===== config.mk =====
export PLATFORM = sky130hd
export DESIGN_NAME = ptg_top
export DESIGN_NICKNAME = d
export VERILOG_FILES = /design/src/ptg_pkg.sv /design/src/ptg_sync.sv /design/src/ptg_divider.sv /design/src/ptg_top.sv
export SDC_FILE = /design/constraint.sdc
export NUM_CORES = 1
export LEC_CHECK = 0
export ABC_AREA = 1
export ABC_CLOCK_PERIOD_IN_PS = 1800
export BUFFER_PORTS_ARGS = -buffer_cell sky130_fd_sc_hd__buf_2
export CORE_MARGIN = 2
export CORE_UTILIZATION = 40
export CTS_BUF_LIST = sky130_fd_sc_hd__clkbuf_2 sky130_fd_sc_hd__clkbuf_4 sky130_fd_sc_hd__clkbuf_8
export DETAILED_ROUTE_END_ITERATION = 10
export PLACE_DENSITY = 0.64
export SLEW_MARGIN = 15
export SYNTH_ARGS = -nofsm -noshare
export SYNTH_HDL_FRONTEND = slang
export SYNTH_SLANG_ARGS = --single-unit

===== constraint.sdc =====
create_clock -name mclk_in -period 1.8 [get_ports mclk_in]
set_input_delay 0.18 -clock mclk_in [delete_from_list [all_inputs] [get_ports mclk_in]]
set_output_delay 0.18 -clock mclk_in [all_outputs]
set_load 0.05 [all_outputs]

===== src/ptg_pkg.sv =====
/*
  Package for the periodic tick generator: register map, field layout,
  reset values, divider taps and bus carrier types.
  Assumes a 32-bit AXI4-Lite register bus on a single 200 MHz clock.
*/
package ptg_pkg;

  localparam int unsigned AW = 4;
  localparam int unsigned DW = 32;

  // Register byte offsets
  localparam logic [AW-1:0] TICK_CONTROL_OFF = 4'h0;
  localparam logic [AW-1:0] TICK_COUNT_OFF   = 4'h4;

  // Field positions in tick_control
  localparam int unsigned TICK_FLAG_POS  = 7;
  localparam int unsigned TAP_SEL_LSB    = 4;
  localparam int unsigned TICK_ACK_POS   = 3;
  localparam int unsigned TICK_IRQEN_POS = 2;
  localparam int unsigned TICK_RUN_POS   = 1;

  localparam logic [2:0] TAP_SEL_RST   = 3'h0;
  localparam logic       TICK_RUN_RST  = 1'b0;
  localparam logic       TICK_IRQEN_RST = 1'b0;

  // Divider chain
  localparam int unsigned DIV_STAGES = 15;
  localparam int unsigned PRE_STAGES = 7;
  localparam logic [PRE_STAGES-1:0] PRE_ZERO = 7'h00;
  localparam logic [DIV_STAGES-1:0] DIV_ZERO = 15'h0000;

  // AXI responses
  localparam logic [1:0] RESP_OKAY   = 2'h0;
  localparam logic [1:0] RESP_SLVERR = 2'h2;

  typedef struct packed {
    logic          awvalid;
    logic [AW-1:0] awaddr;
    logic          wvalid;
    logic [DW-1:0] wdata;
    logic [3:0]    wstrb;
    logic          bready;
    logic          arvalid;
    logic [AW-1:0] araddr;
    logic          rready;
  } ptg_axi_req_t;

  typedef struct packed {
    logic          awready;
    logic          wready;
    logic          bvalid;
    logic [1:0]    bresp;
    logic          arready;
    logic          rvalid;
    logic [DW-1:0] rdata;
    logic [1:0]    rresp;
  } ptg_axi_rsp_t;

  // Tap bit index of the 15-stage chain for each select code
  function automatic logic [3:0] ptg_tap_bit(input logic [2:0] sel);
    unique case (sel)
      3'h0: ptg_tap_bit = 4'he;
      3'h1: ptg_tap_bit = 4'hc;
      3'h2: ptg_tap_bit = 4'ha;
      3'h3: ptg_tap_bit = 4'h6;
      3'h4: ptg_tap_bit = 4'h5;
      3'h5: ptg_tap_bit = 4'h4;
      3'h6: ptg_tap_bit = 4'h3;
      3'h7: ptg_tap_bit = 4'h2;
    endcase
  endfunction : ptg_tap_bit

endpackage : ptg_pkg


===== src/ptg_sync.sv =====
/*
  Three-stage synchroniser: a change counts once stages two and three agree.
  Assumes the input is asynchronous to mclk_in.
*/
module ptg_sync (
  input  wire logic mclk_in,
  input  wire logic srst_in,
  input  wire logic ce_in,
  input  wire logic d_in,
  output logic      q_out
);
  logic s1_r;
  logic s2_r;
  logic s3_r;

  always_ff @(posedge mclk_in) begin
    if (srst_in) begin
      s1_r <= 1'b0;
      s2_r <= 1'b0;
      s3_r <= 1'b0;
    end else if (ce_in) begin
      s1_r <= d_in;
      s2_r <= s1_r;
      s3_r <= s2_r;
    end
  end

  always_ff @(posedge mclk_in) begin
    if (srst_in) begin
      q_out <= 1'b0;
    end else if (ce_in && (s2_r == s3_r)) begin
      q_out <= s3_r;
    end
  end
endmodule : ptg_sync


===== src/ptg_divider.sv =====
/*
  Divider chain: optional divide-by-128 prescaler then a 15-stage counter.
  Assumes count_en_in marks source clock edges already synchronised.
*/
module ptg_divider
  import ptg_pkg::*;
(
  input  wire logic                  mclk_in,
  input  wire logic                  srst_in,
  input  wire logic                  ce_in,
  input  wire logic                  run_in,
  input  wire logic                  pre128_in,
  input  wire logic                  count_en_in,
  input  wire logic [2:0]            tap_sel_in,
  output logic                       ovf_out,
  output logic [DIV_STAGES-1:0]      count_out
);
  logic [PRE_STAGES-1:0] pre_r;
  logic                  step;
  logic [3:0]            tap;
  logic [DIV_STAGES-1:0] cnt_nxt;

  assign tap     = ptg_tap_bit(tap_sel_in);
  assign step    = count_en_in && (!pre128_in || (pre_r == 7'h7f));
  assign cnt_nxt = count_out + 15'h0001;

  always_ff @(posedge mclk_in) begin
    if (srst_in || (ce_in && !run_in)) begin
      pre_r <= PRE_ZERO;
    end else if (ce_in && count_en_in && pre128_in) begin
      pre_r <= pre_r + 7'h01;
    end
  end

  always_ff @(posedge mclk_in) begin
    if (srst_in || (ce_in && !run_in)) begin
      count_out <= DIV_ZERO;
    end else if (ce_in && step) begin
      count_out <= cnt_nxt;
    end
  end

  // Overflow pulse when the selected tap rises: first at half period, then every period
  always_ff @(posedge mclk_in) begin
    if (srst_in) begin
      ovf_out <= 1'b0;
    end else if (ce_in) begin
      ovf_out <= run_in && step && !count_out[tap] && cnt_nxt[tap];
    end
  end
endmodule : ptg_divider


===== src/ptg_top.sv =====
/*
  Periodic tick generator top: AXI4-Lite slave, control register, tick flag,
  interrupt level and low-power gating.
  Assumes one 200 MHz clock; osc_reference_clock arrives as an async pin.
*/
// The implementer's own choices: register access over AXI4-Lite and the register offsets.
// Overview of operation
// - Divider chain is clocked by edges of the oscillator reference clock.
// - Run bit low holds every divider stage at zero.
// - Counting starts when run becomes one and continues while set.
// - Overflow at the selected tap sets the read-only tick flag.
// - Interrupt request asserts when flag and enable are both one.
// - Writing one to acknowledge clears the flag; zero does nothing.
// - Acknowledge bit is write-only and reads zero.
// - First tick comes near half period, later ones at exact period.
// - Undivided taps give ratios 32768 down to 8.
// - Prescaled taps give ratios 4194304 down to 1024.
// - In wait mode counting continues but register access is blocked.
// - In stop mode counting continues only if oscillator kept running.
// - Otherwise stop mode freezes the block and blocks register access.
// - System reset clears run and interrupt enable.
// - Divider chain has fifteen stages, eight selectable as taps.
// - External option selects undivided or divide-by-128 source.
module ptg_top
  import ptg_pkg::*;
(
  input  wire logic         mclk_in,
  input  wire logic         srst_in,
  input  wire logic         ce_in,
  input  wire logic         osc_reference_clock_in,
  input  wire logic         prescale128_select_in,
  input  wire logic         osc_keep_in_stop_in,
  input  wire logic         wait_mode_in,
  input  wire logic         stop_mode_in,
  input  ptg_pkg::ptg_axi_req_t axi_req_in,
  output ptg_pkg::ptg_axi_rsp_t axi_rsp_out,
  output logic              tick_irq_out
);
  import ptg_pkg::*;

  logic                  osc_sync;
  logic                  osc_prev_r;
  logic                  osc_edge;
  logic                  active;
  logic                  blocked;
  logic                  ovf;
  logic [DIV_STAGES-1:0] count;

  logic       tick_run_r;
  logic       tick_irq_enable_r;
  logic [2:0] tap_select_r;
  logic       tick_flag_r;
  logic       tick_flag_nxt;

  logic          aw_have_r;
  logic          w_have_r;
  logic [AW-1:0] aw_addr_r;
  logic [DW-1:0] w_data_r;
  logic [3:0]    w_strb_r;
  logic          wr_fire;
  logic          ack_wr;

  ptg_sync u_osc_sync (
    .mclk_in (mclk_in),
    .srst_in (srst_in),
    .ce_in   (ce_in),
    .d_in    (osc_reference_clock_in),
    .q_out   (osc_sync)
  );

  // Stop without kept oscillator freezes the whole chain
  assign active  = !stop_mode_in || osc_keep_in_stop_in;
  assign blocked = wait_mode_in || stop_mode_in;

  always_ff @(posedge mclk_in) begin
    if (srst_in) begin
      osc_prev_r <= 1'b0;
    end else if (ce_in) begin
      osc_prev_r <= osc_sync;
    end
  end

  assign osc_edge = osc_sync && !osc_prev_r && active;

  ptg_divider u_div (
    .mclk_in     (mclk_in),
    .srst_in     (srst_in),
    .ce_in       (ce_in),
    .run_in      (tick_run_r),
    .pre128_in   (prescale128_select_in),
    .count_en_in (osc_edge),
    .tap_sel_in  (tap_select_r),
    .ovf_out     (ovf),
    .count_out   (count)
  );

  // AXI write channel capture
  assign wr_fire = aw_have_r && w_have_r && !axi_rsp_out.bvalid;

  always_ff @(posedge mclk_in) begin
    if (srst_in) begin
      aw_have_r <= 1'b0;
      aw_addr_r <= 4'h0;
    end else if (ce_in) begin
      if (axi_req_in.awvalid && axi_rsp_out.awready) begin
        aw_have_r <= 1'b1;
        aw_addr_r <= axi_req_in.awaddr;
      end else if (wr_fire) begin
        aw_have_r <= 1'b0;
      end
    end
  end

  always_ff @(posedge mclk_in) begin
    if (srst_in) begin
      w_have_r <= 1'b0;
      w_data_r <= 32'h0000_0000;
      w_strb_r <= 4'h0;
    end else if (ce_in) begin
      if (axi_req_in.wvalid && axi_rsp_out.wready) begin
        w_have_r <= 1'b1;
        w_data_r <= axi_req_in.wdata;
        w_strb_r <= axi_req_in.wstrb;
      end else if (wr_fire) begin
        w_have_r <= 1'b0;
      end
    end
  end

  always_ff @(posedge mclk_in) begin
    if (srst_in) begin
      axi_rsp_out.awready <= 1'b0;
      axi_rsp_out.wready  <= 1'b0;
    end else if (ce_in) begin
      axi_rsp_out.awready <= !aw_have_r && !(axi_req_in.awvalid && axi_rsp_out.awready);
      axi_rsp_out.wready  <= !w_have_r && !(axi_req_in.wvalid && axi_rsp_out.wready);
    end
  end

  // Register writes are ignored while the processor cannot reach the block
  logic wr_ok;
  assign wr_ok  = wr_fire && (aw_addr_r == TICK_CONTROL_OFF) && w_strb_r[0] && !blocked;
  assign ack_wr = wr_ok && w_data_r[TICK_ACK_POS];

  always_ff @(posedge mclk_in) begin
    if (srst_in) begin
      axi_rsp_out.bvalid <= 1'b0;
      axi_rsp_out.bresp  <= RESP_OKAY;
    end else if (ce_in) begin
      if (wr_fire) begin
        axi_rsp_out.bvalid <= 1'b1;
        axi_rsp_out.bresp  <= (aw_addr_r == TICK_CONTROL_OFF && !blocked) ? RESP_OKAY
                                                                          : RESP_SLVERR;
      end else if (axi_req_in.bready) begin
        axi_rsp_out.bvalid <= 1'b0;
      end
    end
  end

  always_ff @(posedge mclk_in) begin
    if (srst_in) begin
      tick_run_r        <= TICK_RUN_RST;
      tick_irq_enable_r <= TICK_IRQEN_RST;
      tap_select_r      <= TAP_SEL_RST;
    end else if (ce_in && wr_ok) begin
      tick_run_r        <= w_data_r[TICK_RUN_POS];
      tick_irq_enable_r <= w_data_r[TICK_IRQEN_POS];
      tap_select_r      <= w_data_r[TAP_SEL_LSB +: 3];
    end
  end

  // Set wins over acknowledge
  always_comb begin
    tick_flag_nxt = tick_flag_r;
    if (ack_wr) begin
      tick_flag_nxt = 1'b0;
    end
    if (ovf) begin
      tick_flag_nxt = 1'b1;
    end
  end

  always_ff @(posedge mclk_in) begin
    if (srst_in) begin
      tick_flag_r <= 1'b0;
    end else if (ce_in) begin
      tick_flag_r <= tick_flag_nxt;
    end
  end

  always_ff @(posedge mclk_in) begin
    if (srst_in) begin
      tick_irq_out <= 1'b0;
    end else if (ce_in) begin
      tick_irq_out <= tick_flag_nxt && tick_irq_enable_r;
    end
  end

  // AXI read channel
  always_ff @(posedge mclk_in) begin
    if (srst_in) begin
      axi_rsp_out.arready <= 1'b0;
      axi_rsp_out.rvalid  <= 1'b0;
      axi_rsp_out.rdata   <= 32'h0000_0000;
      axi_rsp_out.rresp   <= RESP_OKAY;
    end else if (ce_in) begin
      axi_rsp_out.arready <= !axi_rsp_out.rvalid && !axi_rsp_out.arready;
      if (axi_req_in.arvalid && axi_rsp_out.arready) begin
        axi_rsp_out.rvalid <= 1'b1;
        axi_rsp_out.rresp  <= RESP_OKAY;
        axi_rsp_out.rdata  <= 32'h0000_0000;
        if (blocked) begin
          axi_rsp_out.rresp <= RESP_SLVERR;
        end else if (axi_req_in.araddr == TICK_CONTROL_OFF) begin
          axi_rsp_out.rdata <= {24'h000000, tick_flag_r, tap_select_r, 1'b0,
                                tick_irq_enable_r, tick_run_r, 1'b0};
        end else if (axi_req_in.araddr == TICK_COUNT_OFF) begin
          axi_rsp_out.rdata <= {17'h00000, count};
        end else begin
          axi_rsp_out.rresp <= RESP_SLVERR;
        end
      end else if (axi_req_in.rready) begin
        axi_rsp_out.rvalid <= 1'b0;
      end
    end
  end

  a_flag_on_ovf: assert property (@(posedge mclk_in) disable iff (srst_in)
    ce_in && ovf |=> tick_flag_r) else $error("tick flag not set on overflow");

  a_ack_clears: assert property (@(posedge mclk_in) disable iff (srst_in)
    ce_in && ack_wr && !ovf |=> !tick_flag_r) else $error("acknowledge did not clear flag");

  a_irq_level: assert property (@(posedge mclk_in) disable iff (srst_in)
    ce_in |=> tick_irq_out == (tick_flag_r && $past(tick_irq_enable_r)))
    else $error("irq level mismatch");

  a_run_zero: assert property (@(posedge mclk_in) disable iff (srst_in)
    ce_in && !tick_run_r |=> count == DIV_ZERO) else $error("count not held at zero");

  a_reset_ctrl: assert property (@(posedge mclk_in)
    srst_in |=> !tick_run_r && !tick_irq_enable_r) else $error("reset left run or enable");

  a_ack_reads0: assert property (@(posedge mclk_in) disable iff (srst_in)
    ce_in && axi_req_in.arvalid && axi_rsp_out.arready && !axi_rsp_out.rvalid &&
    (axi_req_in.araddr == TICK_CONTROL_OFF) |=> !axi_rsp_out.rdata[TICK_ACK_POS])
    else $error("acknowledge bit read as one");

  a_stop_freeze: assert property (@(posedge mclk_in) disable iff (srst_in)
    ce_in && stop_mode_in && !osc_keep_in_stop_in ##1 ce_in |-> $stable(count))
    else $error("count moved in stop");

  a_blocked_wr: assert property (@(posedge mclk_in) disable iff (srst_in)
    ce_in && wr_fire && blocked |=> $stable(tap_select_r))
    else $error("write reached register while blocked");
endmodule : ptg_top


Word level (Yosys, flattened, before mapping) --
Memory sizes are Yosys's and may differ from the RTL's. A register that Yosys moved wholly into a read port is not among the register bits. Index checks and enable logic that the tools add are counted.
Word-level totals: register bits after elaboration 90, memory bits (read-only) 32, bits of input ports 57, output and inout bits 42, word-level logic and storage cells 112, memories kept 1
Operators by class: add/sub/neg operators 2, order comparisons 1, equality and inequality tests 3, muxes and demuxes 22, reduce and logical (&&, ||, !) cells 57
Memory list:
- (name not given) | words 8, width 4, read ports 1, clocked after Yosys merged registers in 1, wr ports 0, RTL line ptg_pkg.sv:61 | unique case (sel)
Operator list (number):
- $mux 15 | 3
- $logic_and 1x1->1 | 26
- $reduce_and 2->1 | 8
- $add 15x1->15 const B | 1
- $logic_not 1->1 | 13
- $mux 1 | 11
- $bmux 1 s4 | 2
- $logic_not 4->1 | 2
- $mux 2 | 4
- $reduce_bool 2->1 | 4
- $add 7x1->7 const B | 1
- $eq 7x7->1 const B | 1
- $mux 3 | 2
- $lt 4x5->1 const B | 1
- $eq 4x3->1 const B | 1
- $logic_or 1x1->1 | 4
- $eq 1x1->1 | 1

Depth between registers and ports, before layout --
Gate-level depths: netlist of run 1.
depth after elaboration 9, gate-level depth with buffers 13, gate-level depth less buffers 13

Hierarchy --
From an unflattened synthesis of run 1, not the netlist that was laid out.
Unflattened totals: cell total of the unflattened synthesis 494, area, all modules 3477.1 um^2
By module, submodules not included:
- ptg_top | times used 1, cells an instance 248, area each 1839.3 um^2, sequential area each 860.8 um^2
- ptg_divider | times used 1, cells an instance 226, area each 1490.2 um^2, sequential area each 460.4 um^2
- ptg_sync | times used 1, cells an instance 20, area each 147.6 um^2, sequential area each 80.1 um^2

Worst setup path before layout of run 1 --
Ideal clock, no wire load.
path kind flip-flop to flip-flop, from register axi_rsp_out[35] (netlist bit), to register axi_rsp_out[4] (netlist bit), setup time 56 ps, arrival time 1623 ps, required time 1744 ps, setup slack 120 ps, cell stages (with the launch flop) 9, path buffers 0, period minus slack after synthesis 1680 ps, path through dfxtp_1 nand3_4 nor2_2 inv_1 nor3_2 nand2_1 o211ai_1 nand2_1 inv_1
Between the ends: longest elaborated chain between the ends 2
Ends and longest elaborated chain:
- start: declaration | RTL line ptg_top.sv:36 | output ptg_pkg::ptg_axi_rsp_t axi_rsp_out,
- $logic_and 1x1->1 | RTL line ptg_top.sv:208 | if (axi_req_in.arvalid && axi_rsp_out.arready) begin
- $reduce_and 2->1 (no line)
Every way passes these cells. A chain may end at the register's enable or synchronous reset.

Worst setup path in the final report of run 1 --
from register u_div.count_out[0], to register u_div.ovf_out
Between the ends: longest elaborated chain between the ends 5, elaborated cells on any way between the ends 8, those cells by class add/sub (1); mux (4); reduce/logical (3)
Ends and longest elaborated chain:
- start: declaration | RTL line ptg_divider.sv:16 | output logic [DIV_STAGES-1:0] count_out
- start signal: assignment | RTL line ptg_divider.sv:39 | count_out <= cnt_nxt;
- parallel branches: the longest is 4 deep, another holds $add 15x1->15
- $logic_and 1x1->1 (*) | RTL line ptg_divider.sv:48 | ovf_out <= run_in && step && !count_out[tap] && cnt_nxt[tap];
- end signal: assignment | RTL line ptg_divider.sv:48
- end: declaration | RTL line ptg_divider.sv:15 | output logic ovf_out,
Mark *: on every way between the ends. The select of a mux whose other input is x is not followed.

==> metrics.yaml, run 1 <==
synth.cell_area_mm2: 0.00359
antenna_cells: 0
port_buffers: 50
path_depth: 13
path_delay_family: "simple AND/OR/NAND/NOR gates"
cp.required_ps: 2090
grt_pass1_vias: 3117
drc: 0
postCtsHoldBufs: 0
place_hpwl_mm: 6.48
crit_top_cell: "nand2_1"
coreArea_mm2: 0.00872
cp-start-kind: "flip-flop"
ios: 99
max_freq_ghz: 0.606
cts_tree: "yes"
p_leak_uw: 0.00173
final_antenna_net_count: 0
yosys_warnings: 0
yosysSeqAreaShare_pct: 41.3
cts_buffers: 9
crit_slowest_cell: "dfxtp_4"
cts.sinks: 74
reg2reg_to: "u_div.ovf_out"
gp_congestion: 0.871
path_class: "reg2reg"
cap_violations: 0
wl_met3_um: 371
path_buf_inv: 1
grtUsageTotal_pct: 18.1
ir_worst_vdd_v: 0.000384
die-height_um: 98.8
synth-seq-cells: 74
fill_cells: 913
via_count: 3360
fin_setup_tns_ps: 0
yosys.area.top_type_share_pct: 41.3
routedWlPerCell_um: 12.8
highest_layer: "met4"
start_util_pct: 41.2
grt_remaining_overflow: 0
synthDistinctLibCells: 41
r2r-start: "u_div.count_out[0]"
fin_skew_ps: 6.91
arrival_ps: 1940
htreeDepth: 3
wl_mm: 8.56
hold_violations: 0
setup_viol: 0
wl_met1_mm: 3.70
grt_max_degree: 24
area_growth_pct: 15.4
worstSkewPairLatency_ps: 350
synthCells: 497
r2r_slack_ps: 150
die_x_um: 98.8
yosysTopAreaCell: "dfxtp_1"
endpoint_kind: "flip-flop"
via_per_inst: 5.03
first_iter_violations: 165
cts_buffer_depth: 2
rsz0062_at_grt: "no"
drive_above_1_share_pct: 19.3
min_from: "osc_reference_clock_in"
synth_most_common_cell: "nand2_1"
r2r_cells: 13
synth_top_cells_by_area: "dfxtp_1 (41%), nand2_1 (12%), a21oi_1 (7.8%), inv_1 (4.9%), nand3_1 (4.6%)"
rows: 34
synth_edf_count: 0
p_per_area_mw_per_mm2: 760
first_pass_iters: 4
report.final.slew_viol_count: 0
hold_class: "in2reg"
status: "finished, final reports clean"
yosys-top-cells-count: "nand2_1 (113), dfxtp_1 (74), a21oi_1 (56)"
fin_nets: 614
max_stage_delay_ps: 380
avgSynthCellArea_um2: 7.23
path_clk_slew_ps: 80
hold_end: "u_osc_sync.s1_r"
die-area_mm2: 0.00975
wl_met2_mm: 4.35
fin_util_pct: 47.5
synthArstFlopShare_pct: 0
crit_chain: "ha_2, nand2_2, nor2_4, nand2_1, nand2_1, nand3_1, nand2_1, inv_1, nand2_1, nand2_1, nand3_1, nand2_1, a21oi_2"
yosys_most_used_dff: "dfxtp_1"
grt_pass1_wl_mm: 14.3
antenna_found_initial: 0
holdPathStages: 3
root_buffer: "clkbuf_8"
min_period_over_period_pct: 91.7
critical_path.max_fanout: 7
min_period_ps: 1650
sequential cells by signal (all words and copies together), names as in the netlist, 3 cells and up:
name             flops
u_div.pre_r          7
u_div.tap            4
tap_select_r         3
u_div.count_out     15
axi_rsp_out         22
aw_addr_r            4
w_data_r             6
tightest hold or removal path, cell delays in order:
cell	delay, ps
buf_2	70
nor2_1	30
nor2_1	80
cells by family after synthesis:
logic type	synth area share, %
AOI/OAI and AO/OA	17.9
and+or+nand+nor	27.8
buffers and inverters	11.3
adders and majority gates	0.697
xor gates and xnor gates	0.976
other	0.104
DFF	41.3
cells in the final DEF, fill, tap and decap left out, types with 8 or more instances in the layout:
cell type    n
nand2_1    112
dfxtp_1     71
a21oi_1     56
buf_2       50
inv_1       47
nor2_1      40
nand3_1     31
o21ai_0     30
conb_1      19
buf_4       12
clkbuf_8    10
nand4_1      9
a211oi_1     8
stage by stage:
stage,power (µW),hold slack [ps],cells,instance area [µm²],setup slack (ps)
finish,3150,61.3,668,4140,150
global route,3280,49.3,668,4140,1.81
floorplan,1940,315,515,3660,120
global placement,1970,409,652,3930,72.1
detailed placement,1980,421,652,3930,40.2
CTS,3190,53.1,668,4110,21.8
routing by layer:
metal	up-vias	track usage [%]
met4	0	7.27
met3	12	3.48
met5	-	0
li1	1740	-
met2	73	32.1
met1	1535	21.5
power breakdown:
part / switching, µW / total (µW) / internal [µW] / leakage (µW)
Combinational: 206 / 267 / 60.4 / 0.00104
Clock: 654 / 1210 / 559 / 0.0000894
Sequential: 13.1 / 1670 / 1660 / 0.000600
timing repair:
action	CTS	global route
resized for setup	0	12
endpoints found under the hold margin	0	0
endpoints found under the setup margin	0	1
buffers inserted	0	0
worst max path at each step:
| stage | to | slack (ps) | start |
|---|---|---|---|
| global route | u_div.ovf_out | 2 | u_div.count_out[0] |
| finish | u_div.ovf_out | 150 | u_div.count_out[0] |
| global placement | u_div.ovf_out | 70 | u_div.count_out[0] |
| detailed placement | u_div.ovf_out | 40 | u_div.count_out[0] |
| CTS | u_div.ovf_out | 20 | u_div.count_out[0] |
| floorplan | axi_rsp_out[4] | 120 | axi_rsp_out[35] |
area by class of cell:
cell class	count	area, µm²	area share [%]
Sequential cell	74	1490	35.9
Timing Repair Buffer	62	340	8.21
Tap cell	108	135	3.26
Clock buffer	11	145	3.50
Multi-Input combinational cell	356	1800	43.5
Inverter	52	195	4.71
Clock inverter	5	37.5	0.906
(Power assumes the default switching activity.)
==> run 2: changes to the inputs <==
--- a/config.mk
+++ b/config.mk
@@ -13,6 +13,7 @@
 export CTS_BUF_LIST = sky130_fd_sc_hd__clkbuf_2 sky130_fd_sc_hd__clkbuf_4 sky130_fd_sc_hd__clkbuf_8
 export DETAILED_ROUTE_END_ITERATION = 10
 export PLACE_DENSITY = 0.64
+export REMOVE_ABC_BUFFERS = 1
 export SLEW_MARGIN = 15
 export SYNTH_ARGS = -nofsm -noshare
 export SYNTH_HDL_FRONTEND = slang
==> metrics.yaml, run 2 (synthesized netlist as in run 1, its figures left out) <==
fin_skew_ps: 14.0  # was 6.91 ps
path_buf_inv: 0  # was 1
place_ws_ps: 93.7  # was 40.2 ps
multi_input_area_mm2: 0.00179  # was 0.00180 mm²
port_buffers: 50  # unchanged
htreeDepth: 3  # unchanged
timing.critical_path.to: "u_div.ovf_out"  # unchanged
root_buffer: "clkbuf_8"  # unchanged
max_stage_delay_ps: 360  # was 380 ps
fill_cells: 898  # was 913
busiest_layer: "met2"  # unchanged
path_depth: 11  # was 13
path_clk_slew_ps: 80  # about the same
routedWlPerCell_um: 12.5  # was 12.8 µm
crit_start: "u_div.count_out[0]"  # unchanged
coreArea_mm2: 0.00872  # unchanged
critical_path.max_fanout: 7  # unchanged
cts_tree: "yes"  # unchanged
path_delay_family: "simple AND/OR/NAND/NOR gates"  # unchanged
rsz0062_at_grt: "yes"  # was no
first_iter_violations: 153  # was 165
place_hpwl_mm: 6.31  # was 6.48 mm
cts_buffers: 9  # unchanged
cts.sinks: 74  # unchanged
fin_util_pct: 47.8  # was 47.5%
hold_violations: 0  # unchanged
grt_pass1_vias: 3138  # was 3117
drive_above_1_share_pct: 19.4  # was 19.3%
drc: 0  # unchanged
endpoint_kind: "flip-flop"  # unchanged
die-area_mm2: 0.00975  # unchanged
start_util_pct: 41.2  # unchanged
min_period_ps: 1710  # was 1650 ps
crit_slowest_cell: "dfxtp_2"  # was dfxtp_4
crit_chain: "ha_2, nand2_1, nor2_4, nand3_1, nand2_1, nand3_1, nand3_1, nand2_1, nand3_1, nand2_1, a21oi_2"  # was ha_2, nand2_2, nor2_4, nand2_1, nand2_1, nand3_1, nand2_1, inv_1, nand2_1, nand2_1, nand3_1, nand2_1, a21oi_2
max_freq_ghz: 0.585  # was 0.606 GHz
cp-start-kind: "flip-flop"  # unchanged
gr-usage-met2_pct: 28.7  # was 32.1%
grt_pass1_wl_mm: 13.8  # was 14.3 mm
final_antenna_net_count: 0  # unchanged
die-height_um: 98.8  # unchanged
hold_class: "in2reg"  # unchanged
antenna_cells: 0  # unchanged
via_per_inst: 5.04  # was 5.03
use_met1_pct: 21.4  # was 21.5%
grt_remaining_overflow: 0  # unchanged
ios: 99  # unchanged
min_period_over_period_pct: 95.0  # was 91.7%
area_growth_pct: 16.2  # was 15.4%
cp.required_ps: 2090  # about the same
largest_reg_flops: 22  # unchanged
report.final.slew_viol_count: 0  # unchanged
die_x_um: 98.8  # unchanged
cap_violations: 0  # unchanged
cts_buffer_depth: 2  # unchanged
via_count: 3374  # was 3360
met3_usage_pct: 5.60  # was 3.48%
top_register: "axi_rsp_out"  # unchanged
final_common_cell: "nand2_1"  # unchanged
reg2reg_to: "u_div.ovf_out"  # unchanged
post_dp_cell_area_mm2: 0.00393  # about the same
fin_area_mm2: 0.00417  # was 0.00414 mm²
p_leak_uw: 0.00175  # was 0.00173 µW
reg_top3: "axi_rsp_out (22), u_div.count_out (15), u_div.pre_r (7)"  # unchanged
gp_congestion: 0.919  # was 0.871
r2r_slack_ps: 90  # was 150 ps
path_class: "reg2reg"  # unchanged
antenna_found_initial: 0  # unchanged
grtUsageTotal_pct: 17.5  # was 18.1%
fin_nets: 615  # was 614
first_pass_iters: 4  # unchanged
worstSkewPairLatency_ps: 360  # was 350 ps
ir_worst_vdd_v: 0.000409  # was 0.000384 V
wl_mm: 8.39  # was 8.56 mm
r2r-start: "u_div.count_out[0]"  # unchanged
setup_viol: 0  # unchanged
p_per_area_mw_per_mm2: 813  # was 760 mW/mm²
rows: 34  # unchanged
arrival_ps: 2000  # was 1940 ps
seqCellArea_mm2: 0.00149  # about the same
grt_max_degree: 18  # was 24
final_cell_mix: "nand2_1 (111), dfxtp_1 (71), a21oi_1 (56)"  # was nand2_1 (112), dfxtp_1 (71), a21oi_1 (56)
setup_ws_ps: 90.2  # was 150 ps
status: "finished, final reports clean"  # unchanged
r2r_cells: 11  # was 13
fin_setup_tns_ps: 0  # unchanged
[run 2: cell types whose count changed in the layout (fill, tap and decap cells not counted), sizes merged]
cell,delta
bufinv,+2
clkbuf,-1
buf,+1
clkinvlp,-1
[run 2: power breakdown]
| group | total [µW] | switching, µW | internal [µW] |
|---|---|---|---|
| logic | 262 | 203 | 59.2 |
| registers | 1670 | 13.1 | 1660 |
| clock network | 1460 | 658 | 801 |
[run 2: cell type report]
class	instances	share of cell area (%)
multi-input cells	356	42.8
repair buffers	63	8.34
flip-flops and latches	74	35.6
inverters	52	4.68
clock inverters	6	2.16
well taps	108	3.24
clock buffers	10	3.15
[run 2: worst min-delay path by stage]
stage,startpoint,to,slack (ps),depth (start not counted)
floorplan,srst_in,u_div.ovf_out,240,1
global placement,osc_reference_clock_in,u_osc_sync.s1_r,410,3
detailed placement,osc_reference_clock_in,u_osc_sync.s1_r,420,3
CTS,osc_reference_clock_in,u_osc_sync.s1_r,30,3
global route,axi_req_in[16],w_data_r[5],50,3
finish,osc_reference_clock_in,u_osc_sync.s1_r,40,3
[run 2: layer usage]
layer	vias to the layer above	part of all wire, %
li1	1734	-
met1	1513	45
met2	115	46
met3	12	6.9
met4	0	1.5
met5	-	0
[run 2: worst reg2reg max path: stages (launching register included)]
cell and delay (ps):
dfxtp_2 360, ha_2 210, nand2_1 100, nor2_4 240
nand3_1 120, nand2_1 100, nand3_1 80, nand3_1 100
nand2_1 60, nand3_1 80, nand2_1 80, a21oi_2 120
[run 2: metrics by stage]
stage / hold WS (ps) / cells / total power (µW)
6_report: 37.4 / 669 / 3390
5_1_grt: 48.8 / 669 / 3500
4_1_cts: 32.3 / 669 / 3410
3_5_place_dp: 419 / 653 / 1970
3_3_place_gp: 409 / 653 / 1970
2_1_floorplan: 242 / 482 / 1880
[run 2: timing repair]
action	4_1_cts	5_1_grt
hold buffers	0	0
gates resized for setup	0	9
endpoints found under the hold margin	0	0
setup buffers	0	0
setup endpoints to repair	0	4
